==> src/core/exct_defs.vh <==
// Purpose: Constants for the exception sequence timing model.
// Assumes: Totals in core clock periods, bus counts per sequence.
// Notes:   One table entry per kind: three totals and r/w/p counts.
`ifndef EXCT_DEFS_VH
`define EXCT_DEFS_VH

// Sequence kinds
`define EXCT_K_BKPT     4'h0
`define EXCT_K_INT_I    4'h1
`define EXCT_K_INT_M    4'h2
`define EXCT_K_RESET    4'h3
`define EXCT_K_STOP     4'h4
`define EXCT_K_TRACE    4'h5
`define EXCT_K_TRAP     4'h6
`define EXCT_K_CTRAP    4'h7
`define EXCT_K_CTRAP_WL 4'h8
`define EXCT_K_FLT_S    4'h9
`define EXCT_K_FLT_L    4'ha
`define EXCT_K_RTE_N    4'hb
`define EXCT_K_RTE_THR  4'hc
`define EXCT_K_RTE_COP  4'hd
`define EXCT_K_RTE_SF   4'he
`define EXCT_K_RTE_LF   4'hf

// Timing cases
`define EXCT_C_BEST  2'h0
`define EXCT_C_CACHE 2'h1
`define EXCT_C_WORST 2'h2

// Entry layout: best, cache, worst, reads, writes, worst prefetches
`define EXCT_E_W     42
`define EXCT_E_BEST  41:32
`define EXCT_E_CACHE 31:22
`define EXCT_E_WORST 21:12
`define EXCT_E_RD    11:7
`define EXCT_E_WR    6:2
`define EXCT_E_PF    1:0

// Table entries
`define EXCT_V_BKPT  {10'h009,10'h00a,10'h00a,5'h01,5'h00,2'h0}
`define EXCT_V_INT_I {10'h01a,10'h01a,10'h021,5'h02,5'h04,2'h2}
`define EXCT_V_INT_M {10'h029,10'h029,10'h030,5'h02,5'h08,2'h2}
`define EXCT_V_RESET {10'h206,10'h206,10'h207,5'h00,5'h00,2'h1}
`define EXCT_V_STOP  {10'h008,10'h008,10'h008,5'h00,5'h00,2'h0}
`define EXCT_V_TRACE {10'h019,10'h019,10'h020,5'h01,5'h05,2'h2}
`define EXCT_V_TRAP  {10'h014,10'h014,10'h01b,5'h01,5'h04,2'h2}
`define EXCT_V_CTRAP {10'h017,10'h019,10'h020,5'h01,5'h05,2'h2}
`define EXCT_V_CTWL  {10'h017,10'h019,10'h021,5'h01,5'h05,2'h3}
`define EXCT_V_FLT_S {10'h02a,10'h02b,10'h032,5'h01,5'h0a,2'h2}
`define EXCT_V_FLT_L {10'h04f,10'h04f,10'h056,5'h01,5'h18,2'h2}
`define EXCT_V_RTE_N {10'h014,10'h015,10'h018,5'h04,5'h00,2'h2}
`define EXCT_V_RTE_T {10'h00f,10'h010,10'h027,5'h04,5'h00,2'h0}
`define EXCT_V_RTE_C {10'h01f,10'h020,10'h021,5'h07,5'h00,2'h1}
`define EXCT_V_RTE_S {10'h02a,10'h02b,10'h02d,5'h0a,5'h00,2'h2}
`define EXCT_V_RTE_L {10'h05b,10'h05c,10'h05e,5'h18,5'h00,2'h2}

`endif

==> src/core/exct_lut.v <==
// Purpose: Timing lookup for one sequence kind and case.
// Assumes: Purely combinational, read by the sequencer.
// Notes:   Prefetches only occur in the worst case.
`include "exct_defs.vh"

module exct_lut (
   // Selection
   input  wire [3:0] i_kind,
   input  wire [1:0] i_case,
   // Timing answer
   output reg  [9:0] o_total,
   output reg  [4:0] o_nrd,
   output reg  [4:0] o_nwr,
   output reg  [1:0] o_npf
);

   reg [`EXCT_E_W-1:0] entry;

   // Kind to packed table entry
   always @* begin
      case (i_kind)
         `EXCT_K_BKPT:     entry = `EXCT_V_BKPT;
         `EXCT_K_INT_I:    entry = `EXCT_V_INT_I;
         `EXCT_K_INT_M:    entry = `EXCT_V_INT_M;
         `EXCT_K_RESET:    entry = `EXCT_V_RESET;
         `EXCT_K_STOP:     entry = `EXCT_V_STOP;
         `EXCT_K_TRACE:    entry = `EXCT_V_TRACE;
         `EXCT_K_TRAP:     entry = `EXCT_V_TRAP;
         `EXCT_K_CTRAP:    entry = `EXCT_V_CTRAP;
         `EXCT_K_CTRAP_WL: entry = `EXCT_V_CTWL;
         `EXCT_K_FLT_S:    entry = `EXCT_V_FLT_S;
         `EXCT_K_FLT_L:    entry = `EXCT_V_FLT_L;
         `EXCT_K_RTE_N:    entry = `EXCT_V_RTE_N;
         `EXCT_K_RTE_THR:  entry = `EXCT_V_RTE_T;
         `EXCT_K_RTE_COP:  entry = `EXCT_V_RTE_C;
         `EXCT_K_RTE_SF:   entry = `EXCT_V_RTE_S;
         default:          entry = `EXCT_V_RTE_L;
      endcase
   end

   // Case picks the total and the prefetch count
   always @* begin
      o_nrd = entry[`EXCT_E_RD];
      o_nwr = entry[`EXCT_E_WR];
      case (i_case)
         `EXCT_C_BEST: begin
            o_total = entry[`EXCT_E_BEST];
            o_npf   = 2'h0;
         end
         `EXCT_C_CACHE: begin
            o_total = entry[`EXCT_E_CACHE];
            o_npf   = 2'h0;
         end
         default: begin
            o_total = entry[`EXCT_E_WORST];
            o_npf   = entry[`EXCT_E_PF];
         end
      endcase
   end

endmodule

==> src/core/exct_cnt.v <==
// Purpose: Up counter with synchronous clear and count enable.
// Assumes: Clear wins over enable.
// Notes:   Wraps at its width; callers keep counts in range.
module exct_cnt #(
   parameter W = 10
) (
   // Clock and reset
   input  wire         i_mclk,
   input  wire         i_nrst,
   // Control
   input  wire         i_clr,
   input  wire         i_en,
   // Count
   output reg  [W-1:0] o_cnt
);

   // Counter register
   always @(posedge i_mclk or negedge i_nrst) begin
      if (!i_nrst) begin
         o_cnt <= {W{1'b0}};
      end else if (i_clr) begin
         o_cnt <= {W{1'b0}};
      end else if (i_en) begin
         o_cnt <= o_cnt + {{(W-1){1'b0}}, 1'b1};
      end
   end

endmodule

==> src/core/exct_seq.v <==
// Purpose: Cycle-exact exception sequencer timing model.
// Assumes: Requests synchronous to i_mclk; memory needs no handshake.
// Notes:   Bus strobes and status other than o_busy lag the internal state by one cycle.
`include "exct_defs.vh"

// Function
// - Bus cycles fall inside the sequence total
// - Interrupt stack entry 26 or 33 clocks
// - Master stack entry 41 or 48 clocks
// - Reset instruction 518 or 519 clocks
// - Trap and illegal kinds 20 or 27 clocks
// - Taken conditional trap 23, 25, 32 clocks
// - Short fault save 42, 43, 50 clocks
// - Long fault save 79 or 86 clocks
// - Short fault return 42, 43, 45 clocks
// - Long fault return 91, 92, 94 clocks
// - Throwaway return chains into next frame
// - No address calculation time is added
module exct_seq (
   // Clock and reset
   input  wire       i_mclk,
   input  wire       i_nrst,
   // Request
   input  wire       i_start,
   input  wire [3:0] i_kind,
   input  wire [3:0] i_frame2_kind,
   input  wire       i_pf_overlap,
   input  wire       i_icache_hit,
   // Bus cycle strobes
   output reg        o_rd,
   output reg        o_pf,
   output reg        o_wr,
   // Status
   output reg        o_busy,
   output reg        o_done,
   output reg        o_chained,
   output reg  [3:0] o_kind,
   output reg  [1:0] o_case,
   output reg  [9:0] o_total,
   output reg  [9:0] o_cycles,
   output reg  [4:0] o_rd_cnt,
   output reg  [4:0] o_pf_cnt,
   output reg  [4:0] o_wr_cnt
);

   // Sequencer states
   localparam ST_IDLE = 1'b0;
   localparam ST_RUN  = 1'b1;

   reg        state;
   reg        next_state;
   reg  [3:0] kind;
   reg  [3:0] next_kind;
   reg  [3:0] kind2;
   reg  [1:0] sel_case;
   reg        chained;
   reg        next_chained;
   reg  [1:0] start_case;

   wire [9:0] tot;
   wire [4:0] nrd;
   wire [4:0] nwr;
   wire [1:0] npf;
   wire [9:0] k;
   wire [9:0] k_all;

   wire       run;
   wire       take;
   wire       frame_end;
   wire       chain_go;
   wire       frame_clr;
   wire [9:0] rd_end;
   wire [9:0] wr_end;
   wire [9:0] pf_start;
   wire       cyc_rd;
   wire       cyc_wr;
   wire       cyc_pf;

   // Request acceptance
   assign run  = (state == ST_RUN);
   assign take = (state == ST_IDLE) & i_start;

   // Case choice for a new request
   always @* begin
      if (i_pf_overlap) begin
         start_case = `EXCT_C_BEST;
      end else if (i_icache_hit) begin
         start_case = `EXCT_C_CACHE;
      end else begin
         start_case = `EXCT_C_WORST;
      end
   end

   // Timing of the frame in progress
   exct_lut u_lut (
      .i_kind  (kind),
      .i_case  (sel_case),
      .o_total (tot),
      .o_nrd   (nrd),
      .o_nwr   (nwr),
      .o_npf   (npf)
   );

   // Cycle index within the current frame
   exct_cnt #(
      .W (10)
   ) u_frame_cnt (
      .i_mclk (i_mclk),
      .i_nrst (i_nrst),
      .i_clr  (frame_clr),
      .i_en   (run),
      .o_cnt  (k)
   );

   // Cycles over the whole chain
   exct_cnt #(
      .W (10)
   ) u_chain_cnt (
      .i_mclk (i_mclk),
      .i_nrst (i_nrst),
      .i_clr  (take),
      .i_en   (run),
      .o_cnt  (k_all)
   );

   // Frame end is the last listed clock, nothing added
   assign frame_end = run & (k == tot - 10'h001);
   assign chain_go  = frame_end & (kind == `EXCT_K_RTE_THR) & ~chained;
   assign frame_clr = take | chain_go;

   // Bus cycle placement: reads, then writes, prefetches last
   assign rd_end   = {5'h00, nrd};
   assign wr_end   = {5'h00, nrd} + {5'h00, nwr};
   assign pf_start = tot - {8'h00, npf};
   assign cyc_rd   = run & (k < rd_end);
   assign cyc_wr   = run & (k >= rd_end) & (k < wr_end);
   assign cyc_pf   = run & (k >= pf_start);

   // Next state and frame selection
   always @* begin
      next_state   = state;
      next_kind    = kind;
      next_chained = chained;
      case (state)
         ST_IDLE: begin
            if (i_start) begin
               next_state   = ST_RUN;
               next_kind    = i_kind;
               next_chained = 1'b0;
            end
         end
         ST_RUN: begin
            if (chain_go) begin
               // Second frame starts with no gap
               next_kind    = kind2;
               next_chained = 1'b1;
            end else if (frame_end) begin
               next_state = ST_IDLE;
            end
         end
         default: begin
            next_state = ST_IDLE;
         end
      endcase
   end

   // Sequencer registers
   always @(posedge i_mclk or negedge i_nrst) begin
      if (!i_nrst) begin
         state   <= ST_IDLE;
         kind    <= `EXCT_K_BKPT;
         chained <= 1'b0;
      end else begin
         state   <= next_state;
         kind    <= next_kind;
         chained <= next_chained;
      end
   end

   // Timing case latched at take, kept for both frames
   always @(posedge i_mclk or negedge i_nrst) begin
      if (!i_nrst) begin
         sel_case <= `EXCT_C_BEST;
      end else if (take) begin
         sel_case <= start_case;
      end
   end

   // Second frame kind; a throwaway second frame becomes normal
   always @(posedge i_mclk or negedge i_nrst) begin
      if (!i_nrst) begin
         kind2 <= `EXCT_K_RTE_N;
      end else if (take) begin
         if (i_frame2_kind == `EXCT_K_RTE_THR) begin
            kind2 <= `EXCT_K_RTE_N;
         end else begin
            kind2 <= i_frame2_kind;
         end
      end
   end

   // Read strobe, one cycle behind the index
   always @(posedge i_mclk or negedge i_nrst) begin
      if (!i_nrst) begin
         o_rd <= 1'b0;
      end else begin
         o_rd <= cyc_rd;
      end
   end

   // Write strobe, after the reads of the frame
   always @(posedge i_mclk or negedge i_nrst) begin
      if (!i_nrst) begin
         o_wr <= 1'b0;
      end else begin
         o_wr <= cyc_wr;
      end
   end

   // Prefetch strobe, last cycles of a worst-case frame
   always @(posedge i_mclk or negedge i_nrst) begin
      if (!i_nrst) begin
         o_pf <= 1'b0;
      end else begin
         o_pf <= cyc_pf;
      end
   end

   // Busy follows the next state so a refused start is visible
   always @(posedge i_mclk or negedge i_nrst) begin
      if (!i_nrst) begin
         o_busy <= 1'b0;
      end else begin
         o_busy <= next_state;
      end
   end

   // Done only at the end of the whole chain
   always @(posedge i_mclk or negedge i_nrst) begin
      if (!i_nrst) begin
         o_done <= 1'b0;
      end else begin
         o_done <= frame_end & ~chain_go;
      end
   end

   // Frame kind and case seen with the strobes
   always @(posedge i_mclk or negedge i_nrst) begin
      if (!i_nrst) begin
         o_kind <= `EXCT_K_BKPT;
         o_case <= `EXCT_C_BEST;
      end else if (run) begin
         o_kind <= kind;
         o_case <= sel_case;
      end
   end

   // Frame total and chain flag seen with the strobes
   always @(posedge i_mclk or negedge i_nrst) begin
      if (!i_nrst) begin
         o_total   <= 10'h000;
         o_chained <= 1'b0;
      end else if (run) begin
         o_total   <= tot;
         o_chained <= chained;
      end
   end

   // Length of the last complete chain
   always @(posedge i_mclk or negedge i_nrst) begin
      if (!i_nrst) begin
         o_cycles <= 10'h000;
      end else if (frame_end & ~chain_go) begin
         o_cycles <= k_all + 10'h001;
      end
   end

   // Read tally over the chain
   always @(posedge i_mclk or negedge i_nrst) begin
      if (!i_nrst) begin
         o_rd_cnt <= 5'h00;
      end else if (take) begin
         o_rd_cnt <= 5'h00;
      end else if (cyc_rd) begin
         o_rd_cnt <= o_rd_cnt + 5'h01;
      end
   end

   // Write tally over the chain
   always @(posedge i_mclk or negedge i_nrst) begin
      if (!i_nrst) begin
         o_wr_cnt <= 5'h00;
      end else if (take) begin
         o_wr_cnt <= 5'h00;
      end else if (cyc_wr) begin
         o_wr_cnt <= o_wr_cnt + 5'h01;
      end
   end

   // Prefetch tally over the chain
   always @(posedge i_mclk or negedge i_nrst) begin
      if (!i_nrst) begin
         o_pf_cnt <= 5'h00;
      end else if (take) begin
         o_pf_cnt <= 5'h00;
      end else if (cyc_pf) begin
         o_pf_cnt <= o_pf_cnt + 5'h01;
      end
   end

endmodule

==> config.mk <==
export PLATFORM = sky130hd
export DESIGN_NAME = exct_seq
export DESIGN_NICKNAME = d
export VERILOG_FILES = /design/src/core/exct_lut.v /design/src/core/exct_cnt.v /design/src/core/exct_seq.v
export VERILOG_INCLUDE_DIRS = /design/src /design/src/core
export SDC_FILE = /design/constraint.sdc
export NUM_CORES = 1
export LEC_CHECK = 0
export BUFFER_PORTS_ARGS = -buffer_cell sky130_fd_sc_hd__buf_2
export CAP_MARGIN = 20
export CORE_MARGIN = 5
export CORE_UTILIZATION = 32
export CTS_BUF_LIST = sky130_fd_sc_hd__clkbuf_4
export CTS_CLUSTER_SIZE = 20
export DETAILED_ROUTE_END_ITERATION = 16
export HOLD_SLACK_MARGIN = 0.15
export PLACE_DENSITY = 0.53
export SLEW_MARGIN = 10
export SYNTH_ARGS = -nofsm -noshare
export SYNTH_HDL_FRONTEND = slang
export SYNTH_SLANG_ARGS = --single-unit
==> constraint.sdc <==
create_clock -name i_mclk -period 10 [get_ports i_mclk]
set_clock_uncertainty 0.2 [all_clocks]
set_input_delay 2.5 -clock i_mclk [delete_from_list [all_inputs] [get_ports i_mclk]]
set_output_delay 2.5 -clock i_mclk [all_outputs]
set_load 0.05 [all_outputs]
Word-level counts from Yosys, hierarchy flattened
Memory sizes are Yosys's and may differ from the RTL's.
Index checks and enable logic that the tools add are counted.
{"block": "classes", "addsub": 8, "n_lt_le_gt_ge": 4, "eq_ne": 6, "n_mux": 25, "n_bitwise": 13, "n_reduce_logical": 8}
{"cell": "$mux W10", "count": 4}
{"cell": "$mux W5", "count": 6}
{"cell": "$add A10 B1 Y10 const B", "count": 2}
{"cell": "$pmux W10 S2", "count": 1}
{"cell": "$add A5 B1 Y5 const B", "count": 3}
{"cell": "$mux W4", "count": 3}
{"cell": "$eq A10 B10 Y1", "count": 1}
{"cell": "$ge A10 B10 Y1", "count": 1}
{"cell": "$ge A10 B5 Y1", "count": 1}
{"cell": "$lt A10 B5 Y1", "count": 1}
{"cell": "$lt A10 B6 Y1", "count": 1}
{"cell": "$reduce_bool A2 Y1", "count": 5}
{"cell": "$sub A10 B1 Y10 const B", "count": 1}
{"cell": "$sub A10 B2 Y10", "count": 1}
{"cell": "$and A1 B1 Y1", "count": 9}
{"cell": "$eq A4 B4 Y1 const B", "count": 2}
{"cell": "$pmux W4 S2", "count": 1}
{"cell": "$add A5 B5 Y6", "count": 1}
{"cell": "$mux W2", "count": 3}
{"cell": "$mux W1", "count": 5}
{"cell": "$pmux W1 S2", "count": 2}
{"cell": "$not A1 Y1", "count": 3}
{"cell": "$eq A2 B1 Y1 const B", "count": 1}
{"cell": "$logic_not A2 Y1", "count": 1}
{"cell": "5 further kinds", "count": 5}
{"block": "word_totals", "regBits": 78, "romBits": 576, "inputBits": 13, "out_inout_bits": 47, "memories": 1}
{"name": "(name not given)", "depth": 16, "width": 36, "rd": 1, "rd_ports_with_merged_regs": 0, "wr": 0, "line": "exct_lut.v:21", "source": "case (i_kind)"}

Depth between registers and ports, before layout
{"block": "logic_depth", "ltp_word": 9, "mapped_depth": 21, "depth_no_buf": 19}

By module
Synthesis repeated with hierarchy kept, for this count alone.
{"block": "hier_totals", "hier_cells": 579, "hier_area_um2": 5542.8}
{"mod": "exct_seq", "instances": 1, "cells_per_inst": 370, "area_per_inst_um2": 3767.4, "seq_area_each_um2": 1455.1}
{"mod": "exct_cnt", "instances": 2, "cells_per_inst": 47, "area_per_inst_um2": 495.5, "seq_area_each_um2": 250.2}
{"mod": "exct_lut", "instances": 1, "cells_per_inst": 115, "area_per_inst_um2": 784.5, "seq_area_each_um2": 0.0}

Worst setup path before layout
Ideal clock, no wire load.
{"block": "synth_path", "path_type": "register -> register", "from": "register kind[1]", "to": "register o_pf_cnt[2]", "setup_ns": 0.118, "t_arrival_ns": 4.397, "required_ns": 9.682, "path_slack_ns": 5.285, "path_stages_with_launch": 20, "period_less_slack_ns": 4.715, "path_cell_list": "dfrtp_1 -> clkbuf_1 -> inv_1 -> ha_1 -> and3b_1 -> a221o_1 -> a221oi_4 -> inv_1 -> fa_1 -> inv_1 -> ha_1 -> a21o_1 -> a21o_1 -> a211o_1 -> a21oi_1 -> o21ai_0 -> a21oi_1 -> clkbuf_1 -> nor3b_1 -> a21o_1"}
{"block": "synth_via", "elab_chain_len": 6, "word_cells_on_any_way": 7}
{"item": "from (decl)", "line": "exct_seq.v:52", "source": "reg [3:0] kind;"}
{"item": "from (signal assigned)", "line": "exct_seq.v:171", "source": "kind <= `EXCT_K_BKPT;"}
{"item": "from (signal assigned)", "line": "exct_seq.v:175", "source": "kind <= next_kind;"}
{"item": "$mem_v2 Z16 W36"}
{"item": "$pmux W10 S2", "line": "exct_lut.v:45", "source": "case (i_case)"}
{"item": "via tot[1]", "line": "exct_seq.v:60", "source": "wire [9:0] tot;"}
{"item": "$sub A10 B2 Y10", "line": "exct_seq.v:134", "source": "assign pf_start = tot - {8'h00, npf};"}
{"item": "$ge A10 B10 Y1", "line": "exct_seq.v:137", "source": "assign cyc_pf = run & (k >= pf_start);"}
{"item": "$and A1 B1 Y1", "line": "exct_seq.v:137"}
{"item": "$reduce_bool A2 Y1 (no source line)"}
{"item": "to (signal assigned)", "line": "exct_seq.v:307", "source": "o_pf_cnt <= o_pf_cnt + 5'h01;"}
{"item": "to (decl)", "line": "exct_seq.v:42", "source": "output reg [4:0] o_pf_cnt,"}
The timed path passes the listed nets, and every way through them passes these cells.
A chain may end at the register's enable or synchronous reset.

Final worst setup path
{"block": "layout_path", "from": "register kind[0]", "to": "register o_pf_cnt[2]"}
{"block": "layout_via", "elab_chain_len": 6, "word_cells_on_any_way": 7}
{"item": "$mem_v2 Z16 W36 *"}
{"item": "$pmux W10 S2 or $mux W2 (tied branches)", "line": "exct_lut.v:45"}
{"item": "$sub A10 B2 Y10 *", "line": "exct_seq.v:134"}
{"item": "$ge A10 B10 Y1 *", "line": "exct_seq.v:137"}
{"item": "$and A1 B1 Y1 *", "line": "exct_seq.v:137"}
{"item": "$reduce_bool A2 Y1 (no source line) *"}
Mark *: on every way between the ends. The rest lies on a longest branch, timed or not.

==> flow_summary.toml <==
[cells_and_area]
syn_to_final_growth_pct = 12.0
stdcell_count = 825
nets = 655
drive_above_1_share = 0.200

[synthesis]
synthTopCellsByCount = "dfrtp_1 (73), nand2_1 (51), ha_1 (41)"
synth_most_common_cell = "dfrtp_1"
synth_edf_count = 0
ys.warnings.count = 0
avgSynthCellArea_um2 = 9.61
async_reset_ff_frac = 1.00
synth_ff_type = "dfrtp_1"
synth.distinct_cells = 77
yosys.area.top_type = "dfrtp_1"
ys_seq_elements = 76
synth_area_leaders = "dfrtp_1 (34%), ha_1 (9.7%), nand2_1 (3.6%), o21ai_0 (3.3%), xnor2_1 (3.1%)"
synth_top_area_frac = 0.344
netlist_area_mm2 = 0.00531
ys_seq_area_frac = 0.359
synthCells = 553

[setup_path]
cp.arrival_ns = 5.59
cp_slowest_cell = "a21oi_1"
slowest_delay_ns = 0.66
r2r_cells = 17
setup.worst_path.end_class = "flip-flop"
path_class = "flip-flop to flip-flop"
path_buf_inv = 3
cpLargestDelayFamily = "compound AO/OA/AOI/OAI gates"
path_max_fanout = 11
timing.rr.end = "o_pf_cnt[2]$_DFFE_PN0P_"
crit_path_cell_trace = "inv_1, ha_1, mux4_2, a211oi_2, ha_1, inv_1, fa_1, inv_1, ha_1, a21o_1, a21o_1, a211o_1, a21oi_1, o21ai_0, a21oi_1, mux2i_1, a21o_1"
r2r-start = "kind[0]$_DFFE_PN0P_"
crit_path_start_kind = "flip-flop"
regToRegSetupSlack_ns = 4.55
critPathRequiredTime_ns = 10.14

[sta]
worstMarginPinSlew_ns = 0.880
slew_headroom = 0.412
setup_viol = 0
fin_crit_ns = 5.45
rsz0062_at_grt = "false"
slew_violations = 0
fin_crit_sh = 0.545
fmax_ghz = 0.183
finalHoldViolations = 0
tns_ns = 0

[grt]
grt_pass1_vias = 4198
grt_pass1_wl_um = 22200
antenna_found_initial = 1
grt_start_max_net_pins = 77
grt_use_total = 0.140
grt_overflow_total = 0

[min_path]
hold_end = "kind2[3]$_DFFE_PN1P_"
min_path_type = "flip-flop to flip-flop"
hold_start = "kind2[3]$_DFFE_PN1P_"
min_path_cells = 2

[floorplanning]
coreArea_mm2 = 0.0164
die_w_um = 139
initial_core_util = 0.324
die_h_um = 139
dieArea_mm2 = 0.0193
rows = 47
io_pins = 60

[drt]
vias = 4144
ant_nets = 0
post_drt_wl_per_cell_um = 16.0
drtPass1Iterations = 4
vias_per_cell = 5.02
first_iter_violations = 276
wl_um = 13200
drc = 0

[flow_run]
max_cap_viol_count = 0

[clock_tree]
clock_latency_ns = 0.43
cts.path.max_buffers = 2
clock_sinks = 76
root_buffer = "clkbuf_4"
cts_setup_buffers = 0
cts_made_buffers = 9
cts_tree = "done"
cts_resized = 0
path_clk_slew_ns = 0.13
postCtsHoldBufs = 0
htreeDepth = 3

[placed_design]
dp_cells = 807
routabilityCongestion = 0.874
port_buffers = 57
dpl.hpwl_um = 9700

[status]
status = "completed"
## worst reg2reg max path, cell delays in order, from the launching register on
cell and delay, ns:
dfrtp_1 0.57, inv_1 0.27, ha_1 0.37, mux4_2 0.49, a211oi_2 0.52, ha_1 0.24, inv_1 0.06, fa_1 0.48
inv_1 0.05, ha_1 0.26, a21o_1 0.15, a21o_1 0.17, a211o_1 0.29, a21oi_1 0.12, o21ai_0 0.10, a21oi_1 0.66
mux2i_1 0.16, a21o_1 0.20
## worst max path at each step
| stage | startpoint | to | cells after the start |
|---|---|---|---|
| floorplan | kind[1]$_DFFE_PN0P_ | o_pf_cnt[2]$_DFFE_PN0P_ | 19 |
| global placement | kind[0]$_DFFE_PN0P_ | o_pf_cnt[2]$_DFFE_PN0P_ | 17 |
| detailed placement | kind[0]$_DFFE_PN0P_ | o_pf_cnt[2]$_DFFE_PN0P_ | 17 |
| CTS | kind[0]$_DFFE_PN0P_ | o_pf_cnt[2]$_DFFE_PN0P_ | 17 |
| global route | kind[1]$_DFFE_PN0P_ | o_pf_cnt[2]$_DFFE_PN0P_ | 17 |
| finish | kind[0]$_DFFE_PN0P_ | o_pf_cnt[2]$_DFFE_PN0P_ | 17 |
## per-stage QoR
step                      utilization  worst slack [ns]  area (um2)  hold WS [ns]
final                           0.363              4.55        5950         0.277
after global routing            0.363              4.25        5950         0.305
after CTS                       0.361              4.61        5920         0.280
after detailed placement        0.351              4.63        5760         0.262
after global placement          0.351              4.76        5760         0.253
after floorplan                     -              5.28        5320         0.239
## registers in the layout, summed over array words and instances, names as in the netlist
register	count
u_chain_cnt.o_cnt	10
o_cycles	10
o_total	8
o_wr	1
o_chained	1
o_done	1
o_case	2
u_frame_cnt.o_cnt	10
kind2	4
kind	4
o_wr_cnt	5
o_pf	1
o_rd	1
o_rd_cnt	5
o_pf_cnt	5
sel_case	2
chained	1
o_kind	4
o_busy	1
## kinds of logic after synthesis
family	count (synthesis)	share of synthesized area
other	1	0.000706
adder cells (fa/ha/maj)	43	0.104
XOR/XNOR	37	0.0636
AND/OR/NAND/NOR	186	0.184
multiplexers	35	0.0810
buffers and inverters	60	0.0502
AO/OA/AOI/OAI	115	0.157
flip-flops	76	0.359
## cell type report
type,count,area [um2]
Sequential cell,76,1910
Timing Repair Buffer,62,345
Fill cell,1671,10500
Multi-Input combinational cell,418,3140
Tap cell,220,275
Clock buffer,9,67.6
Inverter,32,120
Antenna cell,1,2.50
Clock inverter,7,91.3
## cells in the final DEF (no fill, tap or decap), types with 9 or more instances in the layout
| cell type | netlist | layout |
|---|---|---|
| o21ai_0 | 35 | 35 |
| mux2i_1 | 13 | 13 |
| nand3_1 | 27 | 27 |
| nand2b_1 | 15 | 15 |
| xor2_1 | 17 | 17 |
| buf_2 | 3 | 56 |
| inv_1 | 31 | 31 |
| dfrtp_1 | 73 | 73 |
| a21o_1 | 12 | 12 |
| clkbuf_4 | 0 | 9 |
| xnor2_1 | 19 | 19 |
| mux2_2 | 11 | 11 |
| nand2_1 | 51 | 51 |
| a21oi_1 | 24 | 24 |
| ha_1 | 41 | 41 |
| nor2_1 | 37 | 37 |
## layer usage
metal / GRT usage / up-vias / routed length (um)
li1: - / 2033 / -
met1: 0.190 / 2027 / 6350
met2: 0.226 / 69 / 6220
met3: 0.0210 / 15 / 357
met4: 0.0520 / 0 / 301
met5: 0 / - / 0
Power is not shown: default switching activity piles up to over one toggle a cycle in this logic, so the estimate is an artifact.
